==> config.mk <==
export PLATFORM = sky130hd
export DESIGN_NAME = rrfs_core
export DESIGN_NICKNAME = d
export VERILOG_FILES = /design/src/pkg/rrfs_pkg.sv /design/src/logic/rrfs_core.sv /design/src/logic/rrfs_addr.sv
export VERILOG_INCLUDE_DIRS = /design/src /design/src/pkg
export SDC_FILE = /design/constraint.sdc
export NUM_CORES = 1
export LEC_CHECK = 0
export ABC_CLOCK_PERIOD_IN_PS = 1200
export BUFFER_PORTS_ARGS = -buffer_cell sky130_fd_sc_hd__buf_2
export CAP_MARGIN = 5
export CORE_ASPECT_RATIO = 1.75
export CORE_MARGIN = 1
export CORE_UTILIZATION = 34
export DETAILED_ROUTE_END_ITERATION = 10
export PLACE_DENSITY = 0.73
export SETUP_SLACK_MARGIN = 0.02
export SYNTH_ARGS = -nofsm -noshare
export SYNTH_HDL_FRONTEND = slang
export SYNTH_SLANG_ARGS = --single-unit
==> constraint.sdc <==
create_clock -name clk -period 1.2 [get_ports clk]
set_input_delay 0.24 -clock clk [delete_from_list [all_inputs] [get_ports clk]]
set_output_delay 0.24 -clock clk [all_outputs]
set_load 0.01 [all_outputs]
==> src/pkg/rrfs_cfg.svh <==
// Constants for the rotate-right and fill-ones decode block
// How it works
// - Rotate-right-no-carry opcode moves each bit of the byte down one place and old bit 0 into bit 7, carry untouched.
// - Rotate destination bit zero sends the result to the working register, one writes it back to the byte.
// - Bank bit zero addresses the access bank ignoring the bank select register, one takes the bank from it.
// - Bank bit zero with the extended set enabled uses indexed literal offset addressing for file addresses up to 95.
// - Fill-ones opcode writes 0xff into the addressed byte, with the same bank bit selection.
`ifndef RRFS_CFG_SVH
`define RRFS_CFG_SVH
// ----------------------------------------
// Opcode fields
// ----------------------------------------
`define RRFS_ROT_OPC      6'h10
`define RRFS_FILL_OPC     7'h34
`define RRFS_D_BIT        9
`define RRFS_A_BIT        8
`define RRFS_ILO_LIMIT    8'h5f
`define RRFS_ACC_SPLIT    8'h60
`define RRFS_ACC_HI_BANK  4'hf
`define RRFS_FILL_VALUE   8'hff
`define RRFS_FLAG_N       4
`define RRFS_FLAG_Z       2
`endif

==> src/pkg/rrfs_pkg.sv <==
// Types for the rotate-right and fill-ones decode block
package rrfs_pkg;
	typedef enum logic [1:0] {
		RRFS_OP_NONE = 2'b00,
		RRFS_OP_ROT  = 2'b01,
		RRFS_OP_FILL = 2'b10
	} rrfs_op_t;
endpackage

==> src/logic/rrfs_core.sv <==
// Decode and execute for rotate-right-no-carry and fill-ones
`timescale 1ns/1ps
`include "rrfs_cfg.svh"
module rrfs_core #(
	parameter int DATA_W = 8,   // Operand byte width
	parameter int ADDR_W = 12,  // Data memory address width
	parameter int BANK_W = 4,   // Bank number width
	parameter int INSN_W = 16   // Instruction word width
) (
	input  wire logic        clk,
	input  wire logic        rst,
	input  wire logic        ce,
	input  wire logic        instr_valid,
	input  wire logic [15:0] instr_word,
	input  wire logic        ext_en,
	input  wire logic [3:0]  bank_select_reg,
	input  wire logic [11:0] index_base,
	input  wire logic [7:0]  general_purpose_byte,
	input  wire logic [7:0]  status_in,
	output logic             rd_req,
	output logic [11:0]      mem_addr,
	output logic             mem_we,
	output logic [7:0]       mem_wdata,
	output logic             wreg_we,
	output logic [7:0]       wreg_wdata,
	output logic             status_we,
	output logic [7:0]       status_out,
	output logic             ilo_mode,
	output logic             done
);
	// ----------------------------------------
	// Elaboration checks
	// ----------------------------------------
	// Field positions and the bank split are fixed by the encoding,
	// so only the documented widths can be served
	generate
		if (DATA_W != 8) begin : g_bad_data_w
			$error("rrfs_core: DATA_W must be 8");
		end
		if (ADDR_W != 12) begin : g_bad_addr_w
			$error("rrfs_core: ADDR_W must be 12");
		end
		if (BANK_W != 4) begin : g_bad_bank_w
			$error("rrfs_core: BANK_W must be 4");
		end
		if (INSN_W != 16) begin : g_bad_insn_w
			$error("rrfs_core: INSN_W must be 16");
		end
	endgenerate

	// ----------------------------------------
	// Decode
	// ----------------------------------------
	logic [11:0]        eff_addr;
	logic               ilo_used;
	rrfs_pkg::rrfs_op_t op;
	logic [7:0]         rot;
	logic               dest_bit;
	logic               bank_bit;
	logic [7:0]         file_addr;
	logic               rot_hit;
	logic               fill_hit;
	logic               rot_neg;
	logic               rot_zero;

	// Instruction fields; bank bit and file address serve both opcodes, the d bit only rotate
	assign dest_bit  = instr_word[`RRFS_D_BIT];
	assign bank_bit  = instr_word[`RRFS_A_BIT];
	assign file_addr = instr_word[7:0];

	// Opcode compares kept apart, each one narrow equality
	assign rot_hit  = (instr_word[15:10] == `RRFS_ROT_OPC);
	assign fill_hit = (instr_word[15:9] == `RRFS_FILL_OPC);

	// Effective address, also flags the indexed offset case
	rrfs_addr u_addr (
		.bank_bit        (bank_bit),
		.ext_en          (ext_en),
		.file_addr       (file_addr),
		.bank_select_reg (bank_select_reg),
		.index_base      (index_base),
		.eff_addr        (eff_addr),
		.ilo_used        (ilo_used)
	);

	// Opcode match, anything else is left to other decoders
	// Encodings are disjoint, so the priority order is arbitrary
	always_comb begin
		op = rrfs_pkg::RRFS_OP_NONE;
		if (instr_valid && rot_hit)
			op = rrfs_pkg::RRFS_OP_ROT;
		else if (instr_valid && fill_hit)
			op = rrfs_pkg::RRFS_OP_FILL;
	end

	// ----------------------------------------
	// Rotate datapath
	// ----------------------------------------
	// Bit i takes bit i+1, the top bit wraps from bit 0
	// Pure wiring: no carry input, no extra logic depth
	genvar gi;
	generate
		for (gi = 0; gi < 8; gi++) begin : g_rot
			if (gi == 7) begin : g_wrap
				assign rot[gi] = general_purpose_byte[0];
			end else begin : g_shift
				assign rot[gi] = general_purpose_byte[gi + 1];
			end
		end
	endgenerate

	// Flags come from the result, not the operand
	assign rot_neg  = rot[7];
	assign rot_zero = (rot == 8'h00);

	// ----------------------------------------
	// Execute: all outputs registered, one cycle per instruction
	// ----------------------------------------
	logic        next_rd_req;
	logic [11:0] next_mem_addr;
	logic        next_mem_we;
	logic [7:0]  next_mem_wdata;
	logic        next_wreg_we;
	logic [7:0]  next_wreg_wdata;
	logic        next_status_we;
	logic [7:0]  next_status_out;
	logic        next_ilo_mode;
	logic        next_done;

	always_comb begin
		next_rd_req     = 1'b0;
		next_mem_addr   = mem_addr;
		next_mem_we     = 1'b0;
		next_mem_wdata  = mem_wdata;
		next_wreg_we    = 1'b0;
		next_wreg_wdata = wreg_wdata;
		next_status_we  = 1'b0;
		next_status_out = status_out;
		next_ilo_mode   = ilo_mode;
		next_done       = 1'b0;
		case (op)
			rrfs_pkg::RRFS_OP_ROT: begin
				next_rd_req   = 1'b1;
				next_mem_addr = eff_addr;
				next_ilo_mode = ilo_used;
				next_done     = 1'b1;
				if (dest_bit) begin
					next_mem_we    = 1'b1;
					next_mem_wdata = rot;
				end else begin
					next_wreg_we    = 1'b1;
					next_wreg_wdata = rot;
				end
				// Only N and Z move; carry stays as it was
				next_status_we  = 1'b1;
				next_status_out = status_in;
				next_status_out[`RRFS_FLAG_N] = rot_neg;
				next_status_out[`RRFS_FLAG_Z] = rot_zero;
			end
			rrfs_pkg::RRFS_OP_FILL: begin
				next_mem_addr  = eff_addr;
				next_ilo_mode  = ilo_used;
				next_mem_we    = 1'b1;
				next_mem_wdata = `RRFS_FILL_VALUE;
				next_done      = 1'b1;
			end
			default: begin
				next_done = 1'b0;
			end
		endcase
	end

	// ----------------------------------------
	// Integration hazards
	// ----------------------------------------
	// Operand byte must be valid in the take cycle
	// Memory write lands one cycle after the take edge;
	// a back to back read of the same byte needs forwarding
	// outside this block
	// Status merge uses status_in of the take cycle, so a flag
	// write by the previous instruction must already show there
	// Address and data hold between instructions to save toggles
	// ilo_mode reports the last addressing mode, for trace only

	// Register stage, frozen while ce is low
	always_ff @(posedge clk or posedge rst) begin
		if (rst) begin
			rd_req     <= 1'b0;
			mem_addr   <= 12'h000;
			mem_we     <= 1'b0;
			mem_wdata  <= 8'h00;
			wreg_we    <= 1'b0;
			wreg_wdata <= 8'h00;
			status_we  <= 1'b0;
			status_out <= 8'h00;
			ilo_mode   <= 1'b0;
			done       <= 1'b0;
		end else if (ce) begin
			rd_req     <= next_rd_req;
			mem_addr   <= next_mem_addr;
			mem_we     <= next_mem_we;
			mem_wdata  <= next_mem_wdata;
			wreg_we    <= next_wreg_we;
			wreg_wdata <= next_wreg_wdata;
			status_we  <= next_status_we;
			status_out <= next_status_out;
			ilo_mode   <= next_ilo_mode;
			done       <= next_done;
		end
	end
endmodule

==> src/logic/rrfs_addr.sv <==
// Effective data address generation for byte instructions
`timescale 1ns/1ps
`include "rrfs_cfg.svh"
module rrfs_addr (
	input  wire logic        bank_bit,
	input  wire logic        ext_en,
	input  wire logic [7:0]  file_addr,
	input  wire logic [3:0]  bank_select_reg,
	input  wire logic [11:0] index_base,
	output logic      [11:0] eff_addr,
	output logic             ilo_used
);
	// Access bank split low/high, or BANK_SELECT_REG bank, or indexed offset
	always_comb begin
		ilo_used = 1'b0;
		if (bank_bit) begin
			eff_addr = {bank_select_reg, file_addr};
		end else if (ext_en && (file_addr <= `RRFS_ILO_LIMIT)) begin
			ilo_used = 1'b1;
			eff_addr = index_base + {4'h0, file_addr};
		end else if (file_addr < `RRFS_ACC_SPLIT) begin
			eff_addr = {4'h0, file_addr};
		end else begin
			eff_addr = {`RRFS_ACC_HI_BANK, file_addr};
		end
	end
endmodule

Word level (Yosys, flattened, before mapping)
Index checks and enable logic that the tools add are counted.
- input bits: 53
- output and inout bits: 42
- register bits after elaboration: 41
- word-level logic and storage cells: 43
- $add $sub $neg: 1
- order comparisons: 2
- eq/ne operators: 5
- muxes and demuxes: 15
- bitwise operators: 1
- reductions and logical operators: 10
- operators by type and width (kind ; count):
    two-way mux 12 bit ; 3
    one-hot mux 8 bit (2 select lines) ; 1
    adder 12 x 8 -> 12 bit ; 1
    <= comparator 8 x 7 -> 1 bit (second input constant) ; 1
    logical NOT 8 bit ; 1
    less-than comparator 8 x 7 -> 1 bit (second input constant) ; 1
    two-way mux 8 bit ; 1
    equality test 7 x 6 -> 1 bit (second input constant) ; 1
    two-way mux 1 bit ; 7
    equality test 6 x 5 -> 1 bit (second input constant) ; 1
    AND reduction 3 bit ; 2
    two-way mux 2 bit ; 2
    AND reduction 2 bit ; 2
    logical AND 1 bit ; 3
    equality test 2 x 1 -> 1 bit (second input constant) ; 1
    equality test 2 bit (second input constant) ; 1
    inequality test 2 bit (second input constant) ; 1
    one-hot mux 1 bit (2 select lines) ; 1
    nonzero test 2 bit ; 1
    OR reduction 2 bit ; 1
    inverter 1 bit ; 1

Longest topological paths before layout
Gate-level depths: netlist (run 1).
- depth after elaboration: 7
- gate-level depth with buffers: 9
- depth with buffers taken out: 9

By module
A second synthesis (run 1) with hierarchy kept.
- cells, all modules: 233
- area total of the unflattened synthesis: 2388.5 µm²
- modules (own cells, without submodules) (module ; times used ; area an instance (µm²) ; sequential area each (µm²) ; cells each):
    rrfs_core ; 1 ; 1759.2 ; 1026.0 ; 138
    rrfs_addr ; 1 ; 629.4 ; 0.0 ; 95

Worst setup path after synthesis (run 1)
Ideal clock, no wire load.
- kind: input -> register
- from: in instr_word[0]
- to: reg mem_addr[10]
- stages on the path: 9
- data required time: 1.071 ns
- buffers on the path: 0
- slack: -0.570 ns
- arrival: 1.641 ns
- setup time: 0.129 ns
- cells stage by stage: ha_1 inv_1 fa_1 nor2b_1 o31a_1 and2_1 nor4_1 nor4b_1 a21oi_1
- word-level cells in the longest chain between the ends: 4
- elaborated cells on any way between the ends: 7
- classes of those cells: 1 x add/sub; 2 x order compare; 3 x mux; 1 x reduce/logical
- RTL lines (element ; line ; source):
    start, declared ; rrfs_core.sv:14 ; input wire logic [15:0] instr_word,
    less-than comparator 8 x 7 -> 1 bit (no source line) or <= comparator 8 x 7 -> 1 bit (tied branches) ; -- ;
    two-way mux 12 bit or logical AND 1 bit (tied branches) ; rrfs_addr.sv:21, rrfs_addr.sv:18 ;
    two-way mux 12 bit (*) ; rrfs_addr.sv:18 ; end else if (ext_en && (file_addr <= `RRFS_ILO_LIMIT)) begin
    two-way mux 12 bit (*) ; rrfs_addr.sv:16 ; if (bank_bit) begin
    end signal, assigned ; rrfs_core.sv:200 ; mem_addr <= next_mem_addr;
    end, declared ; rrfs_core.sv:21 ; output logic [11:0] mem_addr,
Every way passes the cells marked *; elsewhere a longest branch is shown, timed or not.
A chain may end at the register's enable or synchronous reset.

Final worst setup path (run 1)
Ends and elaborated chain as after synthesis.

==> results of run 1 <==
-- per-layer routing --
| layer | track usage [%] | vias to the layer above |
|---|---|---|
| met3 | 3.28 | 7 |
| met1 | 17.6 | 1035 |
| met5 | 0 | - |
| li1 | - | 1037 |
| met4 | 9.14 | 0 |
| met2 | 35.2 | 65 |
-- where the power goes --
| part | leakage, uW | switching, uW | total [uW] | internal (uW) |
|---|---|---|---|---|
| clock | 0.0000681 | 475 | 1300 | 826 |
| sequential | 0.000557 | 69.3 | 1570 | 1500 |
| combinational | 0.00124 | 479 | 1010 | 531 |
-- stage by stage --
| step | util, % | cell area, um^2 |
|---|---|---|
| floorplan | - | 2300 |
| global placement | 50.5 | 3120 |
| detailed placement | 50.5 | 3120 |
| CTS | 54.4 | 3360 |
| global route | 59.9 | 3700 |
| finish | 59.9 | 3700 |
-- synthesized netlist by cell type, types with 2 or more instances --
| master | count | area [um^2] |
|---|---|---|
| nor3_1 | 4 | 20.0 |
| a31oi_1 | 4 | 25.0 |
| o21ai_0 | 14 | 70.1 |
| o22a_1 | 8 | 70.1 |
| xor2_1 | 4 | 35.0 |
| nor2_1 | 12 | 45.0 |
| dfrtp_1 | 41 | 1030 |
| mux2i_1 | 5 | 50.1 |
| mux2_2 | 15 | 169 |
| nand3_1 | 5 | 25.0 |
| nor2b_1 | 3 | 18.8 |
| clkbuf_1 | 2 | 7.51 |
| nor3b_1 | 2 | 15.0 |
| and3_1 | 2 | 12.5 |
| o31ai_1 | 3 | 22.5 |
| nor4_1 | 3 | 18.8 |
| a211oi_1 | 2 | 15.0 |
| buf_2 | 2 | 10.0 |
| and2_1 | 4 | 25.0 |
| nand2_1 | 17 | 63.8 |
| inv_1 | 11 | 41.3 |
| o22ai_1 | 2 | 12.5 |
| ha_1 | 8 | 100 |
| o21a_1 | 2 | 15.0 |
| a21o_1 | 4 | 30.0 |
| a21oi_1 | 13 | 65.1 |
-- cells in the final DEF, fill, tap and decap left out, drive strengths merged, types with 4 or more instances in the layout --
master / n
buf: 142
dfrtp: 41
nand2: 18
o21ai: 16
mux2: 15
a21oi: 13
nor2: 13
inv: 10
o22a: 8
ha: 8
clkbuf: 6
mux2i: 5
nand3: 5
a21o: 4
and2: 4
nor3: 4
xor2: 4
a31oi: 4
-- kinds of logic (layout without fill, tap and decap cells) --
group | count (synthesis) | count (layout)
AND/OR/NAND/NOR | 60 | 60
multiplexers | 20 | 20
AO/OA/AOI/OAI | 57 | 57
buffers and inverters | 17 | 163
adder cells (fa/ha/maj) | 9 | 9
flip-flops | 41 | 41
XOR/XNOR | 5 | 5
-- timing repair --
item | 4_1_cts | 5_1_grt
pin swaps | 11 | 24
gates cloned | 0 | 2
resized for setup | 15 | 46
endpoints found under the hold margin | 41 | 0
hold buffers | 1 | 0
setup endpoints to repair | 25 | 36
setup buffers | 3 | 7
-- path summary, 6_finish.rpt --
path	startpoint	to	slack (ns)
max	instr_word[0]	mem_addr[10]	-0.40
min	status_in[5]	status_out[5]	0.17
max reg2reg	wreg_wdata[0]	wreg_wdata[0]	0.42
min reg2reg	mem_addr[3]	mem_addr[3]	0.49
max in group asynchronous	rst	mem_addr[11]	0.47
min in group asynchronous	rst	mem_addr[0]	0.53
-- cell type report --
type / count / share of cell area, %
tap: 80 / 2.70
clock buffer: 5 / 1.86
clock inverter: 3 / 1.76
timing repair buffer: 144 / 26.9
inverter: 11 / 1.22
sequential: 41 / 27.7
multi-input combinational: 151 / 37.9
-- registers in the layout, indices dropped and copies added, names as in the netlist --
signal and flops:
mem_wdata 8, status_we 1, wreg_we 1, ilo_mode 1, mem_addr 12, mem_we 1, wreg_wdata 8, status_out 8
done 1
==> metrics.md, run 1 <==
| Metric | Value |
|---|---|
| Unrepaired setup endpoints after global routing | true |
| Final critical-path required period | ~1.6 ns |
| Met2 Wirelength | roughly 3800 um |
| DR pass1 iterations | 4 |
| Maximum achievable frequency | a little over 0.6 GHz |
| Number of antenna violations at the first check in global routing | 0 |
| Grt ovf | 0 |
| Cell-by-cell trace of the critical path | buf_6, ha_4, inv_2, fa_2, nor2b_4, o31a_1, and2_4, nor4_4, nor4b_4, a21oi_1 |
| Seq cells post-synth | between 40 and 50 |
| Max incr delay on CP | 0.31 ns |
| Compound-cell area share of the yosys netlist | approximately 17% |
| Synth unique cells | 43 |
| Synthesized instance count | 209 |
| Clock transition time at the flip-flop clock pins of the worst setup and hold paths | roughly 0.080 ns |
| Wire length of the first global-routing pass | approximately 9500 um |
| Top fanout value on the critical path | 3 |
| Path category of the worst min-delay check | in2reg |
| Final weighted congestion of routability-driven global placement | 0.829 |
| Area of the die | 0.00673 mm^2 |
| Violated checks | negative setup slack |
| Post-DP HPWL | between 4000 and 5000 um |
| Data arrival time of the worst path | about 1.8 ns |
| Maximum Capacitance Violations | 0 |
| Cell count of the worst reg-to-reg path | 1 |
| Number of routed nets with antenna violations | 0 |
| Average instance area after synthesis | 10.4 um^2 |
| Die Height | between 100 and 150 um |
| Top layer in use | met4 |
| Final setup vio count | 26 |
| Average routed wire per standard cell | between 10 and 15 um |
| Largest net degree at the start of global routing | 42 |
| Instance count after placement with tap cells included | approximately 410 |
| Summed negative setup slack over all endpoints | -3.26 ns |
| Metal-1 WL | ~2300 um |
| Number of nets produced by synthesis | 271 |
| Sink Count | a little over 40 |
| IO Port Bufs | 92 |
| Total Power | 3880 uW |
| Sequential cell area | between 0.001 and 0.0015 mm^2 |
| Synth-to-Final Area Change | 70.3% |
| Type of element capturing the critical path | flop |
| Worst setup path class | in2reg |
| Worst Setup Slack post-DPL | -0.826 ns |
| Footprint of the multi-input gates | approximately 0.0014 mm^2 |
| Hold Path Cell Cnt | 2 |
| Non-filler cells, final | approximately 440 |
| CTS Buffer Depth | 2 |
| Outcome | finished with violations |
| Number of primary I/O pins | 95 |
| Detailed-route via count | between 2,000 and 2,500 |
| Final antenna diode count | 0 |
| CTS tree | yes |
| Share of the clock period used by the worst path after layout | 134% |
| Buffers plus inverters on the worst setup path | 2 |
| Fillers | roughly 550 |
| Number of enable flip-flop cells after synthesis | 0 |
| Final worst clock skew | 0 ns |
| Standard cell with the maximum stage delay on the critical path | nor4_4 |
| Fraction of layout instances using a drive strength above 1 | 59.4% |
| Netlist Area Pre-Place | 0.00217 mm^2 |
| Latest clock arrival within the worst-skew pair | between 0.2 and 0.3 ns |
| Number of placement rows | 38 |
| Multiplexer area fraction after synthesis | 10.1% |
| Hold Worst Slack | 0.173 ns |
| Total routed wirelength | about 6400 um |
| Worst rel slew slack | 73.1% |
| CTS Buf Count | 5 |
| Sequential area share after synthesis | between 40 and 50% |
| Combinational family with the most area after synthesis | compound AO/OA/AOI/OAI gates |
| Total number of yosys warnings | 0 |
| Die X-Extent | 62.5 um |
| H-tree Lvls | 2 |
| Fraction of the mapped netlist area in adder cells | between 5 and 6% |
| Violation count after the first detailed-routing iteration | between 100 and 150 |
| Worst slew pin tran | 0.402 ns |
| Static leakage power | 0.00187 uW |
| Share of the synthesized netlist area taken by xor and xnor gates | about 2% |
| Final-stage net count | between 400 and 500 |
| Total routing usage reported by global routing | 18.0% |
| Post-synthesis simple-gate area fraction | 14.9% |
| Ratio of total power to cell area | roughly 1000 mW/mm^2 |
| Number of gates on the worst path with buffers counted | 10 |
| Fraction of registers with async set/reset | 100% |
| Worst setup slack after layout | -0.403 ns |
| Number of pins with negative max-slew slack in the final report | 0 |
| Dominant synthesized flop cell | dfrtp_1 |
| Clock root buffer | clkbuf_8 |
| Post-route DRC | 0 |
| Critical Path Start Type | primary input |
| Data required time at the worst endpoint | approximately 1.4 ns |
| Number of endpoints with negative hold slack in the final report | 0 |
| Detail-routed via count per cell | about 4.9 |
| Vias in the first global route | 2,146 |
| Maximum vdd drop | about 520 uV |
| Initial standard-cell utilization of the core | 35.2% |
| Category of cells accounting for the largest share of critical-path delay | simple AND/OR/NAND/NOR gates |
| Area inside the core boundary | slightly above 0.006 mm^2 |
| Met3 routed WL | 228 um |
Note: power is estimated with default switching activity, not from simulation.
==> inputs of run 2 (changes only) <==
BUFFER_PORTS_ARGS = default   (was -buffer_cell sky130_fd_sc_hd__buf_2)
CAP_MARGIN = default   (was 5)
DONT_BUFFER_PORTS = 1   (was default)
PLACE_DENSITY = 0.6   (was 0.73)
==> run 2 against run 1 <==
Against the previous run: the run still ends with negative setup slack left; via count decreased by 21%; sequential share of layout area up 8.9 points; sequential power increased by 5%; total power decreased by 16%; worst hold slack got worse by 0.14 ns; clock skew stayed put; register-to-register slack got worse by 0.04 ns; sequential cell count is the same; die area unchanged.
==> metrics.md, run 2 (synthesized netlist as in run 1, its figures left out) <==
| Metric | Value |
|---|---|
| Initial standard-cell utilization of the core | 35.2% (unchanged) |
| CTS Buffer Depth | 2 (unchanged) |
| Max incr delay on CP | 0.30 ns (about the same) |
| Wire length of the first global-routing pass | 8750 um (-7.6%) |
| Number of endpoints with negative hold slack in the final report | 0 (unchanged) |
| Data arrival time of the worst path | 1.64 ns (-0.18 ns) |
| Worst setup slack after layout | -0.261 ns (+0.142 ns) |
| Most frequent cells in the layout | dfrtp_1, buf_4, nand2_1 |
| Hold path start | ce |
| Combinational group share of total power | 16.3% (-9.7 points) |
| Flip-flop count of the largest register, all copies and words added | 12 (unchanged) |
| Final setup vio count | 13 (-50%) |
| Die Height | 108 um (unchanged) |
| Total routing usage reported by global routing | 16.9% (-1.2 points) |
| Violated checks | negative setup slack |
| Outcome | finished with violations |
| Seq pwr share | 50.7% (+10 points) |
| Post-route core utilization | 45.3% (-15 points) |
| Proportion of total power due to net switching | 26.4% (about the same) |
| Worst slew pin tran | 0.438 ns (+0.0354 ns) |
| Worst rel slew slack | 70.7% (-2.3 points) |
| Detail-routed via count per cell | 5.27 (+6.9%) |
| Clock transition time at the flip-flop clock pins of the worst setup and hold paths | 0.08 ns (about the same) |
| Static leakage power | 0.00127 uW (-32%) |
| DR pass1 iterations | 2 (-2) |
| Startpoint of the most critical setup path | instr_word[0] |
| P_int | 2400 uW (-16%) |
| Post-DP HPWL | 4390 um (-3.5%) |
| Area of the die | 0.00673 mm^2 (unchanged) |
| H-tree Lvls | 2 (unchanged) |
| Critical register-to-register path startpoint | wreg_wdata[1] |
| Most common library cell in the layout ignoring fill and taps | dfrtp_1 |
| Data required time at the worst endpoint | 1.38 ns (-0.04 ns) |
| Clock network fraction of total power | 33.0% (-0.5 points) |
| Largest net degree at the start of global routing | 21 (-50%) |
| Standard cell with the maximum stage delay on the critical path | or3_1 |
| Final critical-path required period | 1.46 ns (-0.142 ns) |
| Latest clock arrival within the worst-skew pair | 0.29 ns (about the same) |
| Violation count after the first detailed-routing iteration | 42 (-59%) |
| CTS tree | yes |
| Synth-to-Final Area Change | 28.9% |
| Reg with most FFs | mem_addr |
| Number of pins with negative max-slew slack in the final report | 0 (unchanged) |
| Hold Worst Slack | 0.0367 ns (-0.136 ns) |
| Placed standard-cell area | 0.00261 mm^2 (-16%) |
| Clock root buffer | clkbuf_8 |
| Ratio of total power to cell area | 1160 mW/mm^2 (+11%) |
| Share of the clock period used by the worst path after layout | 122% (-12 points) |
| Top fanout value on the critical path | 3 (unchanged) |
| Design Area, Final | 0.00280 mm^2 (-24%) |
| Total routed wirelength | 5540 um (-13%) |
| Grt ovf | 0 (unchanged) |
| Type of element capturing the critical path | flop |
| Post-route DRC | 0 (unchanged) |
| Category of cells accounting for the largest share of critical-path delay | compound AO/OA/AOI/OAI gates |
| Cell-by-cell trace of the critical path | ha_4, inv_2, fa_2, nor2b_2, o31a_1, o21a_1, or3_1, a31oi_1, o21ai_1 |
| Non-filler cells, final | 323 (-26%) |
| Number of placement rows | 38 (unchanged) |
| Unrepaired setup endpoints after global routing | true |
| Worst setup path class | in2reg |
| Number of primary I/O pins | 95 (unchanged) |
| Final-stage net count | 305 (-27%) |
| Critical Path Start Type | primary input |
| Final weighted congestion of routability-driven global placement | 0.755 (-8.8%) |
| Maximum vdd drop | 610 uV (+17%) |
| Die X-Extent | 62.5 um (unchanged) |
| Maximum Capacitance Violations | 0 (unchanged) |
| Number of routed nets with antenna violations | 0 (unchanged) |
| IO Port Bufs | 0 (-100%) |
| Vias in the first global route | 1,758 (-18%) |
| Net Sw Power | 859 uW (-16%) |
| Number of antenna violations at the first check in global routing | 0 (unchanged) |
| Area inside the core boundary | 0.00618 mm^2 (unchanged) |
| Instance count after placement with tap cells included | 315 (-24%) |
| Average routed wire per standard cell | 17.1 um (+17%) |
| Sink Count | 41 (unchanged) |
| Final worst clock skew | 0 ns (unchanged) |
| Path category of the worst min-delay check | in2reg |
| Maximum achievable frequency | 0.684 GHz (+9.7%) |
| Fraction of layout instances using a drive strength above 1 | 32.5% (-27 points) |
| Final antenna diode count | 0 (unchanged) |
| Detailed-route via count | 1,702 (-21%) |
| CTS Buf Count | 5 (unchanged) |
| Buffers plus inverters on the worst setup path | 1 (-1) |
[run 2: layout make-up]
type                    count  area [um^2]
multi-input cells         151         1250
well taps                  80          100
inverters                  11         45.0
clock inverters             2         35.0
fillers                   610         3380
repair buffers             33          279
flip-flops and latches     41         1030
clock buffers               5         68.8
[run 2: repair_timing]
action | 4_1_cts | 5_1_grt
resized for setup | 7 | 5
pin swaps | 8 | 8
setup endpoints to repair | 16 | 17
hold buffers | 1 | 0
setup buffers | 0 | 0
endpoints found under the hold margin | 17 | 0
[run 2: path summary, 6_finish.rpt]
| path | slack, ns | endpoint | cells after the start |
|---|---|---|---|
| worst min register to register | 0.56 | mem_addr[4] | 2 |
| worst max register to register | 0.38 | wreg_wdata[1] | 1 |
| worst max-delay path | -0.26 | mem_addr[6] | 9 |
| min in group asynchronous | 0.43 | ilo_mode | 2 |
| worst min-delay path | 0.04 | done | 1 |
| max in group asynchronous | 0.33 | wreg_wdata[6] | 3 |
[run 2: per-stage QoR]
stage | setup WS, ns | total power [uW] | setup TNS (ns)
2_1_floorplan | -0.502 | 2000 | -7.06
3_3_place_gp | -0.643 | 2170 | -10.14
3_5_place_dp | -0.657 | 2180 | -10.78
4_1_cts | -0.318 | 3280 | -1.19
5_1_grt | -0.363 | 3400 | -2.03
6_report | -0.261 | 3260 | -1.02
[run 2: metal layers]
metal / wire length, um / share of wire, % / track usage, %
met5: 0 / 0 / 0
met4: 71 / 1.3 / 5.48
met3: 353 / 6.4 / 4.34
met2: 3080 / 56 / 32.5
met1: 2030 / 37 / 17.3
[run 2: power by group through the flow]
stage	logic, uW	registers, uW	clock network, uW
2_1_floorplan	350	1650	0
3_3_place_gp	491	1680	0
3_5_place_dp	503	1680	0
4_1_cts	526	1650	1100
5_1_grt	591	1660	1150
6_report	531	1650	1070
